[config.mk]
export PLATFORM = sky130hd
export DESIGN_NAME = asr_top
export DESIGN_NICKNAME = d
export VERILOG_FILES = /design/src/asr_top.v
export VERILOG_INCLUDE_DIRS = /design/src
export SDC_FILE = /design/constraint.sdc
export NUM_CORES = 1
export LEC_CHECK = 0
export BUFFER_PORTS_ARGS = -buffer_cell sky130_fd_sc_hd__clkbuf_2
export CAP_MARGIN = 20
export CORE_MARGIN = 10
export CORE_UTILIZATION = 66
export CTS_BUF_LIST = sky130_fd_sc_hd__clkbuf_2 sky130_fd_sc_hd__clkbuf_4 sky130_fd_sc_hd__clkbuf_8
export CTS_CLUSTER_DIAMETER = 60
export DETAILED_ROUTE_END_ITERATION = 8
export GPL_TIMING_DRIVEN = 0
export PLACE_DENSITY = 0.86
export SYNTH_ARGS = -nofsm -noshare
export SYNTH_HDL_FRONTEND = slang
export SYNTH_SLANG_ARGS = --single-unit
[constraint.sdc]
create_clock -name clk -period 20 [get_ports clk]
set_input_delay 4 -clock clk [delete_from_list [all_inputs] [get_ports clk]]
set_output_delay 4 -clock clk [all_outputs]
set_load 0.03 [all_outputs]
[src/asr_map.vh]
// Constants for the async serial receive checker, baud and mute block.
// Assumes a 32-bit Avalon-MM slave with word-aligned registers.
`ifndef ASR_MAP_VH
`define ASR_MAP_VH
`define ASR_OFF_STATUS 4'h0
`define ASR_OFF_DATA 4'h1
`define ASR_OFF_CTRL1 4'h2
`define ASR_OFF_CTRL2 4'h3
`define ASR_OFF_BAUD 4'h4
`define ASR_OFF_RXFINE 4'h5
`define ASR_OFF_TXFINE 4'h6
`define ASR_ST_PE 0
`define ASR_ST_FE 1
`define ASR_ST_NF 2
`define ASR_ST_OR 3
`define ASR_ST_IDLE 4
`define ASR_ST_RECEIVE_FULL_FLAG 5
`define ASR_C1_M 4
`define ASR_C1_WAKE 3
`define ASR_C1_PCE 2
`define ASR_C1_PS 1
`define ASR_C1_PIE 0
`define ASR_C2_RIE 5
`define ASR_C2_ILIE 4
`define ASR_C2_TE 3
`define ASR_C2_RE 2
`define ASR_C2_RWU 1
`define ASR_OVERSAMPLE 16
`define ASR_RESET_BYTE 8'h00
`endif

[src/asr_top.v]
// Receive checks, baud generation, mute and parity of an async serial port.
// Assumes one 100 MHz clock and an Avalon-MM master with one access at a
// time; serial input is asynchronous to clk.
`timescale 1ns/1ps
`include "asr_map.vh"
module asr_top (
  input wire clk, // 100 MHz core clock
  input wire rstn, // Synchronous reset, active low
  input wire [3:0] avs_address, // Word index
  input wire avs_read, // Read strobe
  input wire avs_write, // Write strobe
  input wire [31:0] avs_writedata, // Write data
  input wire [3:0] avs_byteenable, // Byte lanes
  output reg [31:0] avs_readdata, // Read data
  output wire avs_waitrequest, // Stall
  input wire serial_input_pin, // Serial data in
  input wire [8:0] tx_word, // Word from transmitter buffer
  output wire [8:0] tx_shift_word, // Word with parity applied
  output wire tx_tick, // Tx 16x sample tick
  output wire rx_irq // Receive interrupt request
);
  // Bus handshake: one wait cycle per access
  reg ack_r;
  always @(posedge clk) begin
    if (!rstn) ack_r <= 1'b0;
    else ack_r <= (avs_read | avs_write) & ~ack_r;
  end
  assign avs_waitrequest = (avs_read | avs_write) & ~ack_r;
  wire rd_go = avs_read & ack_r;
  wire wr_go = avs_write & ack_r & avs_byteenable[0];

  reg [7:0] ctrl1_r, ctrl2_r, baud_r, rx_fine_r, tx_fine_r;
  reg [8:0] receive_buffer_r;
  reg receive_full_flag_r, noise_flag_r, framing_fault_flag_r;
  reg parity_fail_flag_r, overrun_r, idle_r, stat_seen_r, hidden_noise_r;
  wire m_bit = ctrl1_r[`ASR_C1_M];
  wire parity_enable = ctrl1_r[`ASR_C1_PCE];
  wire ps = ctrl1_r[`ASR_C1_PS];
  wire mute_request = ctrl2_r[`ASR_C2_RWU];

  // Baud: 16x tick = clk / (shared factor * 2^sel * fine), a fine of 0 counting as 1
  function [11:0] shared_divide_factor;
    input [1:0] sel;
    begin
      case (sel)
        2'h0: shared_divide_factor = 12'h001;
        2'h1: shared_divide_factor = 12'h003;
        2'h2: shared_divide_factor = 12'h004;
        default: shared_divide_factor = 12'h00D;
      endcase
    end
  endfunction
  function [22:0] div_total;
    input [1:0] sp;
    input [2:0] ps2;
    input [7:0] fine;
    reg [22:0] f;
    begin
      f = {11'h000, shared_divide_factor(sp)} << ps2;
      div_total = (fine == 8'h00) ? f : f * {15'h0000, fine};
    end
  endfunction
  wire [22:0] rx_div = div_total(baud_r[7:6], baud_r[2:0], rx_fine_r);
  wire [22:0] tx_div = div_total(baud_r[7:6], baud_r[5:3], tx_fine_r);
  reg [22:0] rx_cnt_r, tx_cnt_r;
  wire rx_tick = (rx_cnt_r >= rx_div - 23'h000001);
  assign tx_tick = (tx_cnt_r >= tx_div - 23'h000001);
  // Separate counters for each direction
  always @(posedge clk) begin
    if (!rstn) begin
      rx_cnt_r <= 23'h000000;
      tx_cnt_r <= 23'h000000;
    end else begin
      rx_cnt_r <= rx_tick ? 23'h000000 : rx_cnt_r + 23'h000001;
      tx_cnt_r <= tx_tick ? 23'h000000 : tx_cnt_r + 23'h000001;
    end
  end

  // Transmit parity replaces the data msb
  wire tx_par = ps ^ (m_bit ? ^tx_word[7:0] : ^tx_word[6:0]);
  assign tx_shift_word = !parity_enable ? tx_word :
    (m_bit ? {tx_par, tx_word[7:0]} : {1'b0, tx_par, tx_word[6:0]});

  // Input synchroniser, three stages, change when 2nd and 3rd agree
  reg s1_r, s2_r, s3_r, rxd_r;
  always @(posedge clk) begin
    if (!rstn) begin
      s1_r <= 1'b1;
      s2_r <= 1'b1;
      s3_r <= 1'b1;
      rxd_r <= 1'b1;
    end else begin
      s1_r <= serial_input_pin;
      s2_r <= s1_r;
      s3_r <= s2_r;
      if (s2_r == s3_r) rxd_r <= s3_r;
    end
  end

  // Receiver state machine
  localparam ST_HUNT = 2'h0;
  localparam ST_START = 2'h1;
  localparam ST_DATA = 2'h2;
  localparam ST_STOP = 2'h3;
  reg [1:0] st_r;
  reg [3:0] smp_r;
  reg [3:0] bit_r;
  reg [2:0] hist_r;
  reg [2:0] mid_r;
  reg edge_bad_r, fnoise_r, allone_r;
  reg [8:0] shift_r;
  wire majority = (mid_r[0] & mid_r[1]) | (mid_r[0] & mid_r[2]) |
    (mid_r[1] & mid_r[2]);
  wire mid_noisy = ~(mid_r[0] == mid_r[1] && mid_r[1] == mid_r[2]);
  wire [3:0] nbits = m_bit ? 4'h9 : 4'h8;
  wire [8:0] word = m_bit ? shift_r : {1'b0, shift_r[8:1]};
  wire rx_par_bad = parity_enable & (ps ^ (m_bit ? ^word[8:0] : ^word[7:0]));
  wire addr_msb = m_bit ? (parity_enable ? word[7] : word[8]) :
    (parity_enable ? word[6] : word[7]);
  reg evt_frame, evt_idle;
  reg frame_fe, frame_nf;
  // Sample and shift
  always @(posedge clk) begin
    if (!rstn) begin
      st_r <= ST_HUNT;
      smp_r <= 4'h0;
      bit_r <= 4'h0;
      hist_r <= 3'h0;
      mid_r <= 3'h0;
      edge_bad_r <= 1'b0;
      fnoise_r <= 1'b0;
      allone_r <= 1'b1;
      shift_r <= 9'h000;
      evt_frame <= 1'b0;
      evt_idle <= 1'b0;
      frame_fe <= 1'b0;
      frame_nf <= 1'b0;
    end else begin
      evt_frame <= 1'b0;
      evt_idle <= 1'b0;
      if (!ctrl2_r[`ASR_C2_RE]) begin
        st_r <= ST_HUNT;
        hist_r <= 3'h0;
      end else if (rx_tick) begin
        smp_r <= smp_r + 4'h1;
        if (smp_r >= 4'h7 && smp_r <= 4'h9)
          mid_r <= {rxd_r, mid_r[2:1]};
        case (st_r)
          ST_HUNT: begin
            hist_r <= {hist_r[1:0], rxd_r};
            if (hist_r == 3'h7 && !rxd_r) begin
              st_r <= ST_START;
              smp_r <= 4'h1;
              edge_bad_r <= 1'b0;
            end
          end
          ST_START: begin
            if ((smp_r == 4'h2 || smp_r == 4'h4 || smp_r == 4'h6) && rxd_r)
              edge_bad_r <= 1'b1;
            if (smp_r == 4'hA) begin
              if (mid_r != 3'h0) begin
                st_r <= ST_HUNT;
                hist_r <= 3'h0;
                fnoise_r <= 1'b1;
              end else begin
                fnoise_r <= fnoise_r | edge_bad_r;
                allone_r <= 1'b1;
              end
            end
            if (smp_r == 4'hF) begin
              st_r <= ST_DATA;
              bit_r <= 4'h0;
            end
          end
          ST_DATA: begin
            if (smp_r == 4'hA) begin
              shift_r <= {majority, shift_r[8:1]};
              allone_r <= allone_r & majority;
              if (mid_noisy) fnoise_r <= 1'b1;
            end
            if (smp_r == 4'hF) begin
              bit_r <= bit_r + 4'h1;
              if (bit_r == nbits - 4'h1) st_r <= ST_STOP;
            end
          end
          default: begin
            if (smp_r == 4'hA) begin
              frame_fe <= ~majority;
              frame_nf <= fnoise_r | mid_noisy;
              fnoise_r <= 1'b0;
              evt_idle <= allone_r & majority;
              evt_frame <= ~(allone_r & majority);
              st_r <= ST_HUNT;
              hist_r <= 3'h0;
            end
          end
        endcase
      end
    end
  end

  // Read of status arms the clear; read of data completes it
  wire rd_stat = rd_go && avs_address == `ASR_OFF_STATUS;
  wire rd_data = rd_go && avs_address == `ASR_OFF_DATA;
  wire clr_seq = rd_data & stat_seen_r;
  wire wake_addr = mute_request & ctrl1_r[`ASR_C1_WAKE] & evt_frame &
    addr_msb;
  wire wake_idle = mute_request & ~ctrl1_r[`ASR_C1_WAKE] & evt_idle;
  wire accept = evt_frame & (~mute_request | wake_addr);
  wire idle_set = evt_idle & ~mute_request & ~idle_r;
  // Flags and registers; a flag set wins over a clear, but a wake clear of RWU wins over a write
  always @(posedge clk) begin
    if (!rstn) begin
      ctrl1_r <= `ASR_RESET_BYTE;
      ctrl2_r <= `ASR_RESET_BYTE;
      baud_r <= `ASR_RESET_BYTE;
      rx_fine_r <= `ASR_RESET_BYTE;
      tx_fine_r <= `ASR_RESET_BYTE;
      receive_buffer_r <= 9'h000;
      receive_full_flag_r <= 1'b0;
      noise_flag_r <= 1'b0;
      framing_fault_flag_r <= 1'b0;
      parity_fail_flag_r <= 1'b0;
      overrun_r <= 1'b0;
      idle_r <= 1'b0;
      stat_seen_r <= 1'b0;
      hidden_noise_r <= 1'b0;
    end else begin
      if (rd_stat) stat_seen_r <= 1'b1;
      else if (rd_data) stat_seen_r <= 1'b0;
      if (wr_go) begin
        case (avs_address)
          `ASR_OFF_CTRL1: ctrl1_r <= avs_writedata[7:0];
          `ASR_OFF_CTRL2: ctrl2_r <= avs_writedata[7:0];
          `ASR_OFF_BAUD: baud_r <= avs_writedata[7:0];
          `ASR_OFF_RXFINE: rx_fine_r <= avs_writedata[7:0];
          `ASR_OFF_TXFINE: tx_fine_r <= avs_writedata[7:0];
          default: ;
        endcase
      end
      if (wake_addr | wake_idle) ctrl2_r[`ASR_C2_RWU] <= 1'b0;
      if (clr_seq) begin
        receive_full_flag_r <= 1'b0;
        noise_flag_r <= 1'b0;
        framing_fault_flag_r <= 1'b0;
        parity_fail_flag_r <= 1'b0;
        overrun_r <= 1'b0;
        idle_r <= 1'b0;
      end
      if (idle_set) idle_r <= 1'b1;
      if (accept) begin
        if (receive_full_flag_r && !clr_seq) begin
          overrun_r <= 1'b1;
        end else begin
          receive_buffer_r <= word;
          receive_full_flag_r <= 1'b1;
          noise_flag_r <= frame_nf | hidden_noise_r;
          framing_fault_flag_r <= frame_fe;
          parity_fail_flag_r <= rx_par_bad;
          hidden_noise_r <= 1'b0;
        end
      end else if (evt_frame) begin
        hidden_noise_r <= hidden_noise_r | frame_nf;
      end
    end
  end

  // Read mux; unmapped words read zero
  always @* begin
    avs_readdata = 32'h00000000;
    case (avs_address)
      `ASR_OFF_STATUS: avs_readdata[5:0] = {receive_full_flag_r, idle_r,
        overrun_r, noise_flag_r, framing_fault_flag_r, parity_fail_flag_r};
      `ASR_OFF_DATA: avs_readdata[8:0] = receive_buffer_r;
      `ASR_OFF_CTRL1: avs_readdata[7:0] = ctrl1_r;
      `ASR_OFF_CTRL2: avs_readdata[7:0] = ctrl2_r;
      `ASR_OFF_BAUD: avs_readdata[7:0] = baud_r;
      `ASR_OFF_RXFINE: avs_readdata[7:0] = rx_fine_r;
      `ASR_OFF_TXFINE: avs_readdata[7:0] = tx_fine_r;
      default: avs_readdata = 32'h00000000;
    endcase
  end

  // Interrupt: receive full or overrun, idle, parity, never while muted
  assign rx_irq = ~mute_request & (
    (ctrl2_r[`ASR_C2_RIE] & (receive_full_flag_r | overrun_r)) |
    (ctrl2_r[`ASR_C2_ILIE] & idle_r) |
    (ctrl1_r[`ASR_C1_PIE] & parity_fail_flag_r));
endmodule // asr_top

==> flow_summary.toml <==
[sta]
rsz0062_at_grt = "no"
skew_ns = 0.0306
worstMarginPinSlew_ns = 0.987
slew_viol_final = 0
slew_headroom_pct = 34.2
fin_crit_sh_pct = 64.8
finalHoldViolCount = 0
setup_viol = 0
clock.fmax_mhz = 77.2
finalHoldWorstSlack_ns = 0.447
timing.final.crit_period_ns = 12.96
finalSetupTns_ns = 0
layout_setup_ws_ns = 7.04

[power_and_ir_drop]
finalPower_mw = 0.618
p_int_mw = 0.407
clkPwrFrac_pct = 38.7
irDropWorstVdd_mv = 0.0459
switching_share_pct = 34.2
p_leak_nw = 7.67
pwr-share-seq_pct = 46.0
p_sw_mw = 0.212
power_frac_comb_pct = 15.3
power_density_nw_per_um2 = 36.6

[placement]
gp_congestion = 0.952
dp_hpwl_mm = 32.8
port_buffers = 45
dp_slack_ns = 7.76

[critical_path]
startpoint_type = "flop"
worstSetupPathType = "flop to output pin"
crit_path_max_fanout = 10
critPathTopFamily = "adder cells"
path_buf_inv = 5
r2r-start = "baud_r[6]$_SDFFE_PN0P_"
crit_arrival_ns = 8.96
end_kind = "output pin"
cp_slowest_cell = "nor3_1"
crit_required_ns = 16.00
critPathLaunch = "baud_r[6]$_SDFFE_PN0P_"
cpPeakStageDelay_ns = 0.76

[hold_path]
hold_path.class = "flop to flop"
min_from = "s1_r$_SDFF_PN1_"

[yosys]
ys_seq_area_share_pct = 17.8
yosys_warnings = 0
synthDistinctLibCells = 85
synth.avg_cell_area_um2 = 8.19
syn_area_um2 = 15800
async_reset_ff_share_pct = 0
synthTopCellsByArea = "dfxtp_1 18%, fa_1 14%, ha_1 12%"
synth_ff_type = "dfxtp_1"
synth-edff-count = 0
synth_seq_cells = 140
synth_largest_area_cell = "dfxtp_1"
synth_top_cell_area_share_pct = 17.8
synthesis.instances = 1923

[clock_tree]
cts_tree = "yes"
cts-htree-levels = 4
cts_resized = 0
clk_latency_ns = 0.48
clock-root-buffer = "clkbuf_8"
cts_sinks = 140
cts.clk_slew.worst_paths_ns = 0.10
post_cts_buffers = 0
clock_path_buffers = 2
cts_hold_buf = 0
cts_buffers = 17

[drt]
ant_nets = 0
route.detailed.drc = 0
wirelength_mm = 41.6
vias = 14400
post_drt_wl_per_cell_um = 17.7
drt-vias-per-instance = 6.15
dr.first_iter.drc_count = 1582
dr.pass1.iters = 6

[grt]
antenna_found_initial = 1
grt_overflow = 0
grt_pass1_vias = 14300
grtUsageTotal_pct = 27.0
grt_pass1_wl_mm = 69.4
grt_max_degree = 19

[layout]
post-route-util_pct = 72.1
syn2layout_area_growth_pct = 7.40
final_common_cell = "nor2_1"
final_cell_mix = "161 x nor2_1, 158 x inv_1, 149 x ha_1, 147 x nand2_1, 140 x dfxtp_1"
drive_gt1_share_pct = 7.79
layout.nets = 2325
n_fill_cell = 1808

[die]
num_io_pins = 98
dieArea_um2 = 30400
die_h_um = 174
num_rows = 56
initial_core_util_pct = 67.1
coreArea_um2 = 23500
fp.dieW_um = 174

[run_status]
status = "finished clean"

[run]
max_cap_viol_count = 0
==> Yosys cell counts (all sizes together), types with 60 or more instances <==
cell type / n
nor2: 161
inv: 159
ha: 149
nand2: 147
dfxtp: 140
and2: 121
a21oi: 117
fa: 108
clkbuf: 71
o21ai: 70
mux2i: 65
xnor2: 60
==> power groups by stage <==
stage	Combinational, mW	Sequential, mW	Clock, mW
floorplan	0.0648	0.290	0
global placement	0.0902	0.291	0
detailed placement	0.0917	0.291	0
CTS	0.0931	0.285	0.241
global route	0.103	0.285	0.252
finish	0.0945	0.285	0.239
==> stage by stage <==
step | std cells | cell area (um^2)
finish | 2347 | 16900
global route | 2347 | 16900
CTS | 2343 | 16900
detailed placement | 2311 | 16500
global placement | 2309 | 16500
floorplan | 1945 | 15800
==> worst paths after layout <==
kind,cells after the start,slack [ns],to
hold reg to reg,1,0.45,s2_r$_SDFF_PN1_
hold / removal,1,0.45,s2_r$_SDFF_PN1_
setup reg to reg,29,10.39,hist_r[1]$_SDFFE_PN0P_
setup / recovery,27,7.04,tx_tick
==> registers in the layout, indices dropped and copies added (netlist names), 2 cells and up <==
signal	flops
rx_cnt_r	23
tx_cnt_r	23
receive_buffer_r	9
shift_r	9
baud_r	8
ctrl1_r	8
ctrl2_r	8
rx_fine_r	8
tx_fine_r	8
bit_r	4
smp_r	4
hist_r	3
mid_r	3
st_r	2
==> cell type report <==
cell class | instances | area, um^2 | share of cell area [%]
sequential | 140 | 2800 | 16.6
tap | 319 | 399 | 2.36
antenna | 1 | 2.50 | 0.0148
clock inverter | 15 | 189 | 1.12
buffer | 114 | 554 | 3.28
clock buffer | 17 | 234 | 1.38
timing repair buffer | 50 | 258 | 1.52
multi-input combinational | 1532 | 11900 | 70.2
inverter | 159 | 597 | 3.53
==> cell families (layout without fill, tap and decap cells) <==
group / Yosys count / in the layout / synth area share, %
adders and majority gates: 257 / 257 / 25.6
xor gates and xnor gates: 111 / 111 / 6.17
AOI/OAI and AO/OA: 387 / 387 / 16.4
DFF: 140 / 140 / 17.8
muxes: 71 / 71 / 4.56
buffers and inverters: 273 / 355 / 7.31
other: 1 / 24 / 0.0238
and+or+nand+nor: 683 / 683 / 22.1
==> per-layer routing <==
layer	track usage [%]	wire (um)	vias to the layer above	part of all wire, %
li1	-	-	6768	-
met1	35.3	17400	6857	42
met2	44.4	19500	712	47
met3	4.81	3700	100	8.9
met4	8.44	979	0	2.4
met5	0	0	-	0
==> worst reg2reg max path: cells and delay by family, from the launching register on <==
kind            cells  cell delay, ns
xor+xnor            1            0.17
fa+ha+maj           6            2.77
buf+inv             4            1.25
compound gates     12            3.86
simple gates        6            1.12
flops               1            0.36
(Power assumes the default switching activity.)
